**src/inc/wdc_pkg.sv**
```systemverilog
// Constants and types shared by the watchdog control logic.
// What this block does
// The control bits 7 to 4 hold the prescale, and codes 0 to 7 time out after 2^code x 512 crystal periods.
// Prescale code 1000 forces a system reset at once, whatever response is chosen.
// Software must not program prescale codes above 1000, which are reserved.
// With bit 3 set, expiry raises a watchdog interrupt; with it clear, expiry resets the system.
// The watchdog interrupt ignores the global interrupt enable and has a fixed high priority.
// Bit 2, the timeout status flag, sets on every timeout, whether it causes a reset or an interrupt.
// The status flag clears only on a software write of 0 or an external hardware reset.
// Writing 1 to the enable bit 1 enables the watchdog and clears its counters.
// Software must rewrite the enable bit within each period, or the selected action is taken.
// The enable bit clears on a write of 0, a watchdog reset, a hardware reset or a supply-monitor interrupt.
// Software sets the unlock bit 0 and writes the control register as the very next instruction.
// Control register writes are accepted only as the second step of the unlock sequence; here a write after one other instruction is accepted too.
// Software should disable global interrupts around the unlock sequence.
// The unlock drops by itself after the instruction that follows it; here it outlives one non-write instruction and drops after the next.
package wdc_pkg;
    localparam int WDC_PRE_MSB = 7;
    localparam int WDC_PRE_LSB = 4;
    localparam int WDC_IRQ_SEL_BIT = 3;
    localparam int WDC_STATUS_BIT = 2;
    localparam int WDC_ENABLE_BIT = 1;
    localparam int WDC_UNLOCK_BIT = 0;
    localparam logic [7:0] WDC_CTRL_RESET = 8'h10;
    localparam logic [3:0] WDC_PRE_IMMEDIATE = 4'h8;
    localparam int WDC_BASE_TICKS = 512;
    localparam int WDC_COUNT_W = 16;
    localparam int WDC_SYNC_STAGES = 2;
    typedef enum logic [2:0] {
        WDC_IDLE = 3'b001,
        WDC_RUN = 3'b010,
        WDC_FIRE = 3'b100
    } wdc_state_t;
endpackage

```
**src/rtl/wdc_sync.sv**
```systemverilog
// Two-flop synchroniser for a level that arrives from outside the clock domain.
`timescale 1ns/1ns
module wdc_sync import wdc_pkg::*; (
    input wire logic clk_in,
    input wire logic sys_rst_in,
    input wire logic d_in,
    output logic q_out
);
    logic meta;
    always_ff @(posedge clk_in) begin
        if (sys_rst_in) begin
            meta <= 1'b0;
            q_out <= 1'b0;
        end else begin
            meta <= d_in;
            q_out <= meta;
        end
    end
endmodule // wdc_sync

```
**src/rtl/wdc_top.sv**
```systemverilog
// Watchdog control register, unlock sequence, prescaled timeout and response logic.
`timescale 1ns/1ns
module wdc_top import wdc_pkg::*; (
    input wire logic clk_in,
    input wire logic sys_rst_in,
    input wire logic xtal_clk_in,
    input wire logic insn_done_in,
    input wire logic ctrl_wr_in,
    input wire logic [7:0] ctrl_wdata_in,
    input wire logic unlock_set_in,
    input wire logic supply_monitor_irq_in,
    input wire logic wdt_reset_seen_in,
    output logic [7:0] ctrl_rdata_out,
    output logic wdt_reset_req_out,
    output logic wdt_irq_out,
    output logic wdt_irq_high_prio_out
);
    ////////////////////////////////////////////////////////////////////////////////
    logic xtal_sync;
    logic xtal_prev;
    logic xtal_tick;
    logic smi_sync;
    logic [3:0] prescale;
    logic irq_sel;
    logic status_flag;
    logic enable;
    logic unlock;
    logic unlock_armed;
    logic [WDC_COUNT_W-1:0] count;
    logic [WDC_COUNT_W-1:0] limit;
    logic expire;
    logic immediate;
    logic wr_ok;
    wdc_state_t state;

    wdc_sync u_xtal_sync (
        .clk_in(clk_in),
        .sys_rst_in(sys_rst_in),
        .d_in(xtal_clk_in),
        .q_out(xtal_sync)
    );
    wdc_sync u_smi_sync (
        .clk_in(clk_in),
        .sys_rst_in(sys_rst_in),
        .d_in(supply_monitor_irq_in),
        .q_out(smi_sync)
    );

    // The crystal is slow against clk_in, so a rising edge becomes one tick.
    always_ff @(posedge clk_in) begin
        if (sys_rst_in) begin
            xtal_prev <= 1'b0;
        end else begin
            xtal_prev <= xtal_sync;
        end
    end
    assign xtal_tick = xtal_sync & ~xtal_prev;

    ////////////////////////////////////////////////////////////////////////////////
    // unlock auto drop
    // The unlock falls after a following write instruction, or else after the second following instruction.
    always_ff @(posedge clk_in) begin
        if (sys_rst_in) begin
            unlock <= 1'b0;
            unlock_armed <= 1'b0;
        end else if (unlock_set_in) begin
            unlock <= 1'b1;
            unlock_armed <= 1'b0;
        end else if (unlock && insn_done_in) begin
            if (unlock_armed || ctrl_wr_in) begin
                unlock <= 1'b0;
                unlock_armed <= 1'b0;
            end else begin
                unlock_armed <= 1'b1;
            end
        end
    end

    // locked writes ignored
    assign wr_ok = ctrl_wr_in && unlock;

    ////////////////////////////////////////////////////////////////////////////////
    // prescale field
    always_ff @(posedge clk_in) begin
        if (sys_rst_in) begin
            prescale <= WDC_CTRL_RESET[WDC_PRE_MSB:WDC_PRE_LSB];
            irq_sel <= WDC_CTRL_RESET[WDC_IRQ_SEL_BIT];
        end else if (wr_ok) begin
            prescale <= ctrl_wdata_in[WDC_PRE_MSB:WDC_PRE_LSB];
            irq_sel <= ctrl_wdata_in[WDC_IRQ_SEL_BIT];
        end
    end

    // enable clear events
    // enable write
    always_ff @(posedge clk_in) begin
        if (sys_rst_in || smi_sync) begin
            enable <= 1'b0;
        end else if (expire && (!irq_sel || immediate)) begin
            enable <= 1'b0;
        end else if (wr_ok) begin
            enable <= ctrl_wdata_in[WDC_ENABLE_BIT];
        end
    end

    // status set on timeout
    // survives watchdog reset
    // A timeout in the same cycle as a clearing write wins, so no event is lost.
    always_ff @(posedge clk_in) begin
        if (sys_rst_in && !wdt_reset_seen_in) begin
            status_flag <= 1'b0;
        end else if (expire) begin
            status_flag <= 1'b1;
        end else if (wr_ok && !ctrl_wdata_in[WDC_STATUS_BIT]) begin
            status_flag <= 1'b0;
        end
    end

    ////////////////////////////////////////////////////////////////////////////////
    // period in crystal ticks
    // codes above 1000 reserved
    // Reserved codes are treated as the longest period; software must not use them.
    // The limit is the last count of a period, because a full code 7 period overflows the counter.
    always_comb begin
        if (prescale[3]) begin
            limit = WDC_COUNT_W'((WDC_BASE_TICKS << 7) - 1);
        end else begin
            limit = WDC_COUNT_W'((WDC_BASE_TICKS << prescale[2:0]) - 1);
        end
    end

    // immediate reset code
    assign immediate = (prescale == WDC_PRE_IMMEDIATE);

    // refresh or expire
    // counter restart
    always_ff @(posedge clk_in) begin
        if (sys_rst_in) begin
            state <= WDC_IDLE;
            count <= '0;
            expire <= 1'b0;
        end else begin
            expire <= 1'b0;
            case (state)
                WDC_IDLE: begin
                    count <= '0;
                    if (enable) begin
                        state <= WDC_RUN;
                    end
                end
                WDC_RUN: begin
                    if (!enable) begin
                        state <= WDC_IDLE;
                    end else if (wr_ok && ctrl_wdata_in[WDC_ENABLE_BIT]) begin
                        count <= '0;
                    end else if (immediate) begin
                        state <= WDC_FIRE;
                        expire <= 1'b1;
                    end else if (xtal_tick) begin
                        if (count == limit) begin
                            count <= '0;
                            state <= WDC_FIRE;
                            expire <= 1'b1;
                        end else begin
                            count <= count + 1'b1;
                        end
                    end
                end
                WDC_FIRE: begin
                    count <= '0;
                    state <= WDC_RUN;
                end
                default: begin
                    state <= WDC_IDLE;
                end
            endcase
        end
    end

    ////////////////////////////////////////////////////////////////////////////////
    // reset or interrupt
    // unmaskable high priority
    // The request is not gated by the global enable; it stays until any accepted control write.
    always_ff @(posedge clk_in) begin
        if (sys_rst_in) begin
            wdt_reset_req_out <= 1'b0;
            wdt_irq_out <= 1'b0;
            wdt_irq_high_prio_out <= 1'b0;
        end else begin
            wdt_reset_req_out <= expire && (!irq_sel || immediate);
            wdt_irq_high_prio_out <= 1'b1;
            if (expire && irq_sel && !immediate) begin
                wdt_irq_out <= 1'b1;
            end else if (wr_ok) begin
                wdt_irq_out <= 1'b0;
            end
        end
    end

    always_ff @(posedge clk_in) begin
        if (sys_rst_in) begin
            ctrl_rdata_out <= 8'h00;
        end else begin
            ctrl_rdata_out <= {prescale, irq_sel, status_flag, enable, unlock};
        end
    end
endmodule // wdc_top
```
**config.mk**
```make
export PLATFORM = sky130hd
export DESIGN_NAME = wdc_top
export DESIGN_NICKNAME = d
export VERILOG_FILES = /design/src/inc/wdc_pkg.sv /design/src/rtl/wdc_sync.sv /design/src/rtl/wdc_top.sv
export SDC_FILE = /design/constraint.sdc
export NUM_CORES = 1
export LEC_CHECK = 0
export BUFFER_PORTS_ARGS = -buffer_cell sky130_fd_sc_hd__buf_2
export CAP_MARGIN = 20
export CORE_ASPECT_RATIO = 0.9
export CORE_UTILIZATION = 51
export CTS_CLUSTER_DIAMETER = 60
export DETAILED_ROUTE_END_ITERATION = 8
export PLACE_DENSITY = 0.75
export SYNTH_ARGS = -nofsm -noshare
export SYNTH_HDL_FRONTEND = slang
export SYNTH_SLANG_ARGS = --single-unit
export TNS_END_PERCENT = 100
```
**constraint.sdc**
```tcl
create_clock -name clk_in -period 2.6 [get_ports clk_in]
set_input_delay 0.39 -clock clk_in [delete_from_list [all_inputs] [get_ports clk_in]]
set_output_delay 0.39 -clock clk_in [all_outputs]
set_load 0.005 [all_outputs]
```
Word level (Yosys, flattened, before mapping) --
Index checks and enable logic that the tools add are counted.
Storage, ports and cells: flip-flop bits (word level) 45, bits in latches 0, memories 0, memory bits (writable) 0, output and inout port bits 11, bits in read-only memories 0, logic and storage cells 90
Operators by class: add/subtract/negate cells 2, order comparisons 0, equal/unequal tests 12, bitwise operators 4, shift-type cells 1, multiplexer cells 26, divide/modulo/power cells 0, reduce and logical (&&, ||, !) cells 27, multipliers 0
Operator list (count):
- 16-bit two-way mux | 6
- 16-bit one-hot mux with 2 select lines | 1
- 3-bit two-way mux | 6
- 16-bit by 1-bit adder with 16-bit output (second input constant) | 1
- 16-bit == test | 1
- 10-bit by 3-bit left shift with 16-bit output (first input constant) | 1
- 16-bit by 2-bit subtractor with 16-bit output (second input constant) | 1
- 1-bit two-way mux | 12
- 2-bit nonzero test | 5
- 3-bit != test (second input constant) | 3
- 3-bit one-hot mux with 3 select lines | 1
- 1-bit logical AND | 8
- 4-bit != test (second input constant) | 2
- 4-bit AND reduction | 2
- 2-bit OR reduction | 3
- 4-bit == test (second input constant) | 1
- 1-bit zero test | 4
- 2-bit != test (second input constant) | 2
- 4-bit OR reduction | 1
- 3-bit by 1-bit == test with 1-bit output (second input constant) | 1
- 3-bit by 2-bit == test with 1-bit output (second input constant) | 1
- 3-bit == test (second input constant) | 1
- 1-bit logical OR | 3
- 1-bit inverter | 3
- 2 further kinds | 2

Logic depth before layout (Yosys ltp) --
depth in word-level cells 10, mapped depth 12, mapped depth without buffers 10

By module --
From an unflattened synthesis, not the netlist that was laid out.
Second synthesis, totals: cell total of the unflattened synthesis 253, area, all modules 2270.9 um^2
By module, submodules not included:
- wdc_top | cells each 245, area each 2165.8 um^2, times used 1
- wdc_sync | cells each 4, area each 52.6 um^2, times used 2

Least setup slack after synthesis --
No wires, ideal clock.
path kind register to register, from register prescale[0], to register count[15], buffers on the path 2, setup time 0.120 ns, slack 0.009 ns, stages on the path, launching flop included 12, arrival time 2.471 ns, path through dfxtp_1 -> buf_2 -> nor3_2 -> inv_1 -> ha_1 -> nor3b_1 -> or4_4 -> a211oi_2 -> a21o_1 -> buf_4 -> nor2_1 -> a211o_1
On the way: longest elaborated chain between the ends 10, elaborated cells on any way between the ends 13, classes of those cells add/sub: 1; eq/ne: 3; shift: 1; mux: 7; reduce/logical: 1
Ends and longest elaborated chain:
- from (decl) | RTL line wdc_top.sv:23 | logic [3:0] prescale;
- from (signal assigned) | RTL line wdc_top.sv:86 | prescale <= WDC_CTRL_RESET[WDC_PRE_MSB:WDC_PRE_LSB];
- from (signal assigned) | RTL line wdc_top.sv:89 | prescale <= ctrl_wdata_in[WDC_PRE_MSB:WDC_PRE_LSB];
- 10-bit by 3-bit left shift with 16-bit output | RTL line wdc_top.sv:128 | limit = WDC_COUNT_W'((WDC_BASE_TICKS << prescale[2:0]) - 1);
- 16-bit by 2-bit subtractor with 16-bit output | RTL line wdc_top.sv:128
- 16-bit two-way mux | RTL line wdc_top.sv:125 | if (prescale[3]) begin
- 16-bit == test | RTL line wdc_top.sv:160 | if (count == limit) begin
- 16-bit two-way mux | RTL line wdc_top.sv:160
- 16-bit two-way mux | RTL line wdc_top.sv:159 | end else if (xtal_tick) begin
- 16-bit two-way mux | RTL line wdc_top.sv:156 | end else if (immediate) begin
- 16-bit two-way mux | RTL line wdc_top.sv:154 | end else if (wr_ok && ctrl_wdata_in[WDC_ENABLE_BIT]) begin
- 16-bit two-way mux | RTL line wdc_top.sv:152 | if (!enable) begin
- 16-bit one-hot mux with 2 select lines | RTL line wdc_top.sv:144 | case (state)
- to (signal assigned) | RTL line wdc_top.sv:165 | count <= count + 1'b1;
- to (decl) | RTL line wdc_top.sv:29 | logic [WDC_COUNT_W-1:0] count;
Parallel ways exist; a longest one is shown, timed or not. The select of a mux whose other input is x is not followed. A chain may end at the register's enable or synchronous reset.

Final worst setup path --
from register prescale[1], to register count[5]
Same word-level chain as after synthesis.

==> results by stage <==
Drt:
- The iteration-0 DRC count of the detailed router is 137.
- The total wire length after detailed routing is 4390 µm.
- The DRC violations left is 0.
- The remaining number of nets flagged by the antenna check after routing is 0.
- The number of vias after detailed routing is 1902.
- The per-cell via count in the routed design is 5.78.
- The number of detailed-routing iterations run before antenna repair is 4.
- The routed wirelength normalized by instance count is 13.3 µm.

CTS:
- TritonCTS built the clock tree.
- Clock-pin slew was measured on the worst setup and hold paths at 90 ps.
- The clock tree root buffer cell is sky130_fd_sc_hd__clkbuf_8.
- The CTS H-tree depth is 2.
- The clock reaches the later pin of the worst-skew pair after 300 ps.
- The number of clock sinks is 45.
- The CTS buffer count is 5.
- No sink is reached through more buffers than the 2 on the longest clock path.

STA:
- The time the worst path needs with I/O delays and setup is 2480 ps.
- For the pin with the worst max-slew slack, the measured transition is 438 ps.
- The number of setup violations in the final report is 0.
- The count of pins over their slew limit came to 0.
- In the post-route analysis, the smallest setup slack over all paths is 120 ps.
- The maximum clock skew at final layout is 5.26 ps.
- The hold violation total from the final report is 0.
- The worst relative slew slack is 0.704.
- The achievable clock frequency is 403 MHz.
- The final period utilization is 0.954.

Worst setup path:
- The peak per-stage delay on the critical path is 360 ps.
- The critical path endpoint is count[5].
- The data arrival time at the worst-slack endpoint is 2710 ps.
- The worst setup path is captured at a flop.
- The endpoint identified for the worst register-to-register timing path is count[5].
- Measured in cells, the most critical reg-to-reg path has a length of 11.
- The slack of the worst reg-to-reg path is 120 ps.
- The top fanout value on the critical path is 7.
- The critical path goes through nor3_2, inv_2, ha_4, xnor2_1, a221oi_2, xnor2_1, a211oi_4, a21o_1, buf_6, or3_1, o211ai_1.
- The number of buffers and inverters on the critical path is 2.
- Grouping stages by cell kind, the critical path spends the most delay in compound AO/OA/AOI/OAI gates.
- The cell type with the highest occurrence count on the critical path is sky130_fd_sc_hd__xnor2_1.
- The worst register-to-register path begins at prescale[1].
- STA puts the critical path data required time at 2830 ps.
- The start point of the critical path is prescale[1].
- The slowest stage of the critical path is the sky130_fd_sc_hd__dfxtp_2 cell.
- STA classifies the critical path startpoint as a flop.
- The worst setup path is of the reg -> reg kind.
- In this run the number of cells on the critical path is 11.

Placed design:
- The half-perimeter wire length after detailed placement is 3010 µm.
- Counting tap cells, the placed design contains a total of 320 instances.
- After detailed placement, the total cell area comes to 0.00229 mm².
- The post-placement worst setup slack is 20.7 ps.
- Buffers placed on the I/O ports in this run total 25.
- The placer congestion estimate is 0.828.

Finish:
- The diode insertion count for antenna repair is 0.
- After routing the design area is 0.00244 mm².
- Once layout is complete, the cells apart from fillers number 329.
- After filler insertion, the fill cell instance count of the layout stands at 342.
- The share of final-layout standard cells stronger than drive strength 1 is 0.208.
- From synthesis to final layout, the design area changed by 18.2%.
- The total number of nets in the final design is 300.
- Measured on the finished design, the core utilization comes to 0.644.

Pwr:
- The switching power as a share of total power is 0.246.
- For this design the ratio of total power to cell area is 534 mW/mm².
- IR analysis of the VDD net gives a maximum drop of 0.407 mV.
- Summed over all cells, the static leakage comes to 0.963 nW.
- The internal power of the cells totals 0.981 mW.
- The share of total power dissipated in combinational logic is 0.098.
- For this design the total switching power over the nets is 0.320 mW.
- The part of the total power dissipated in sequential elements is 0.548.
- The part of the total power dissipated in the clock network is 0.354.

Synth:
- The number of nets handed over by synthesis was 266.
- The cell area that synthesis handed to floorplanning was 0.00206 mm².
- Among all flip-flop cells after synthesis, the most frequent one is sky130_fd_sc_hd__dfxtp_1.
- Yosys mapped a number of flops with a built-in enable equal to 0.
- After technology mapping, the gate count stands at 248.
- The share of the yosys chip area belonging to registers is 0.437.
- In the synthesized netlist the async set-or-reset flop fraction comes to 0.
- The average cell area after synthesis is 8.31 µm².
- The count of synthesis-stage warnings from yosys is 0.
- The distinct cell type count of the synthesized netlist is 49.
- In this run, synthesis produced a sequential element count of 45.

GRT:
- The aggregate global routing overflow is 0.
- The first-pass GRT wire length is 7470 µm.
- The number of antenna violations at the first check in global routing came to 0.
- The global-route usage over all layers is 0.213.
- The number of global-route vias before repair is 1770.
- Entering global routing, the biggest net connects 29 pins.

Die:
- The number of top-level pins is 27.
- The floorplan step defined a core boundary enclosing 0.00378 mm².
- The die covers 0.00430 mm².
- The vertical extent of the die is 62.3 µm.
- The horizontal extent of the die is 69.0 µm.
- The initial core utilization is 0.545.
- The floorplan has 21 rows.

Job:
- The number of violations of the max-capacitance limit is 0.

Hold path:
- The kind of path behind the tightest hold check is in -> reg.

Status:
- The run finished with clean final reports.
## Yosys cell counts (2+ instances only)
cell type	instances	area, µm²
sky130_fd_sc_hd__dfxtp_1	45	901
sky130_fd_sc_hd__nand2_1	37	139
sky130_fd_sc_hd__nor2b_1	15	93.8
sky130_fd_sc_hd__nor2_1	14	52.6
sky130_fd_sc_hd__nand3_1	13	65.1
sky130_fd_sc_hd__nor3_1	13	65.1
sky130_fd_sc_hd__o21ai_0	12	60.1
sky130_fd_sc_hd__a21oi_1	11	55.1
sky130_fd_sc_hd__clkbuf_1	9	33.8
sky130_fd_sc_hd__and3_1	6	37.5
sky130_fd_sc_hd__xnor2_1	6	52.6
sky130_fd_sc_hd__or3_1	5	31.3
sky130_fd_sc_hd__a21o_1	4	30.0
sky130_fd_sc_hd__inv_1	4	15.0
sky130_fd_sc_hd__nor4_1	4	25.0
sky130_fd_sc_hd__nand2b_1	3	18.8
sky130_fd_sc_hd__nand4_1	3	18.8
sky130_fd_sc_hd__nor3b_1	3	22.5
sky130_fd_sc_hd__a221oi_1	2	17.5
sky130_fd_sc_hd__a22oi_1	2	15.0
sky130_fd_sc_hd__a31oi_1	2	12.5
sky130_fd_sc_hd__buf_2	2	10.0
sky130_fd_sc_hd__buf_4	2	15.0
sky130_fd_sc_hd__ha_1	2	25.0
sky130_fd_sc_hd__o211ai_1	2	15.0
sky130_fd_sc_hd__o21a_1	2	15.0
sky130_fd_sc_hd__o311ai_0	2	17.5
sky130_fd_sc_hd__xor2_1	2	17.5
## metal layers
layer	vias to the layer above	global-route usage	wire length [µm]
met4	0	0.120	83
met5	-	0	0
met1	908	0.269	2110
met3	9	0.0471	142
met2	36	0.336	2050
li1	949	-	-
## per-stage QoR
stage	total power [mW]	hold WS (ps)	TNS, ps
final	1.30	257	0
after global placement	0.834	390	0
after detailed placement	0.836	420	0
after floorplan	0.801	373	0
after CTS	1.29	256	0
after global routing	1.36	273	-18.8
## worst min path at each step
| stage | from | to | slack, ps | cells after the start |
|---|---|---|---|---|
| 2_1_floorplan | u_smi_sync.q_out | enable | 370 | 1 |
| 3_3_place_gp | u_smi_sync.q_out | enable | 390 | 1 |
| 3_5_place_dp | u_smi_sync.q_out | enable | 420 | 1 |
| 4_1_cts | unlock_set_in | unlock_armed | 260 | 2 |
| 5_1_grt | unlock_set_in | unlock_armed | 270 | 2 |
| 6_report | unlock_set_in | unlock_armed | 260 | 2 |
## worst register-to-register path: cells and delay by family (launching register included)
family          cells  cell delay [ps]
compound gates      4              700
xor+xnor            2              350
fa+ha+maj           1              190
buf+inv             2              230
flops               1              360
simple gates        2              570
## power by group through the flow
stage	Clock, mW	Combinational [mW]	Sequential (mW)
after global placement	0	0.106	0.728
after CTS	0.466	0.109	0.712
final	0.460	0.128	0.713
after floorplan	0	0.0767	0.724
after global routing	0.498	0.142	0.715
after detailed placement	0	0.107	0.729
## final cells by class
type / instances / area [µm²] / area share
multi-input cells: 186 / 1120 / 0.461
clock buffers: 6 / 82.6 / 0.0339
clock inverters: 2 / 13.8 / 0.00565
well taps: 46 / 57.6 / 0.0236
repair buffers: 40 / 241 / 0.0991
inverters: 4 / 15.0 / 0.00616
flip-flops and latches: 45 / 902 / 0.370
## repair_timing
action	4_1_cts	5_1_grt
gates resized for setup	1	9
hold endpoints to repair	0	0
buffers inserted	0	1
setup endpoints to repair	3	14
hold buffers	0	0
pin swaps	0	3
## layout by cell type, fill, tap and decap left out, drive strengths merged, types with 2 or more instances in the layout
master / netlist / layout
a21o: 4 / 4
a21oi: 11 / 11
a221oi: 2 / 2
a22oi: 2 / 2
a31oi: 2 / 2
and2: 3 / 3
and3: 6 / 6
buf: 4 / 40
clkbuf: 9 / 6
clkinv: 0 / 2
dfxtp: 45 / 45
ha: 2 / 2
inv: 4 / 4
nand2: 37 / 37
nand2b: 3 / 3
nand3: 13 / 13
nand4: 3 / 3
nor2: 14 / 14
nor2b: 15 / 15
nor3: 14 / 14
nor3b: 3 / 3
nor4: 4 / 4
o211ai: 2 / 2
o21a: 2 / 2
o21ai: 12 / 12
o311ai: 3 / 3
or3: 5 / 5
xnor2: 6 / 6
xor2: 2 / 2
## logic make-up (layout without fill, tap and decap cells)
family | count (synthesis) | in the layout | synth area share
xor gates and xnor gates | 8 | 8 | 0.0340
adders and majority gates | 2 | 2 | 0.0121
buffers and inverters | 17 | 52 | 0.0358
muxes | 1 | 1 | 0.00485
DFF | 45 | 45 | 0.437
AOI/OAI and AO/OA | 52 | 52 | 0.172
and+or+nand+nor | 123 | 123 | 0.305
## sequential cells by signal, indices dropped and copies added (netlist names)
name,cells
status_flag,1
wdt_irq_out,1
enable,1
xtal_prev,1
unlock,1
ctrl_rdata_out,8
u_xtal_sync.meta,1
u_smi_sync.q_out,1
count,16
unlock_armed,1
wdt_irq_high_prio_out,1
prescale,4
irq_sel,1
u_smi_sync.meta,1
state,3
u_xtal_sync.q_out,1
expire,1
wdt_reset_req_out,1
Power figures use the tool's default switching activity.
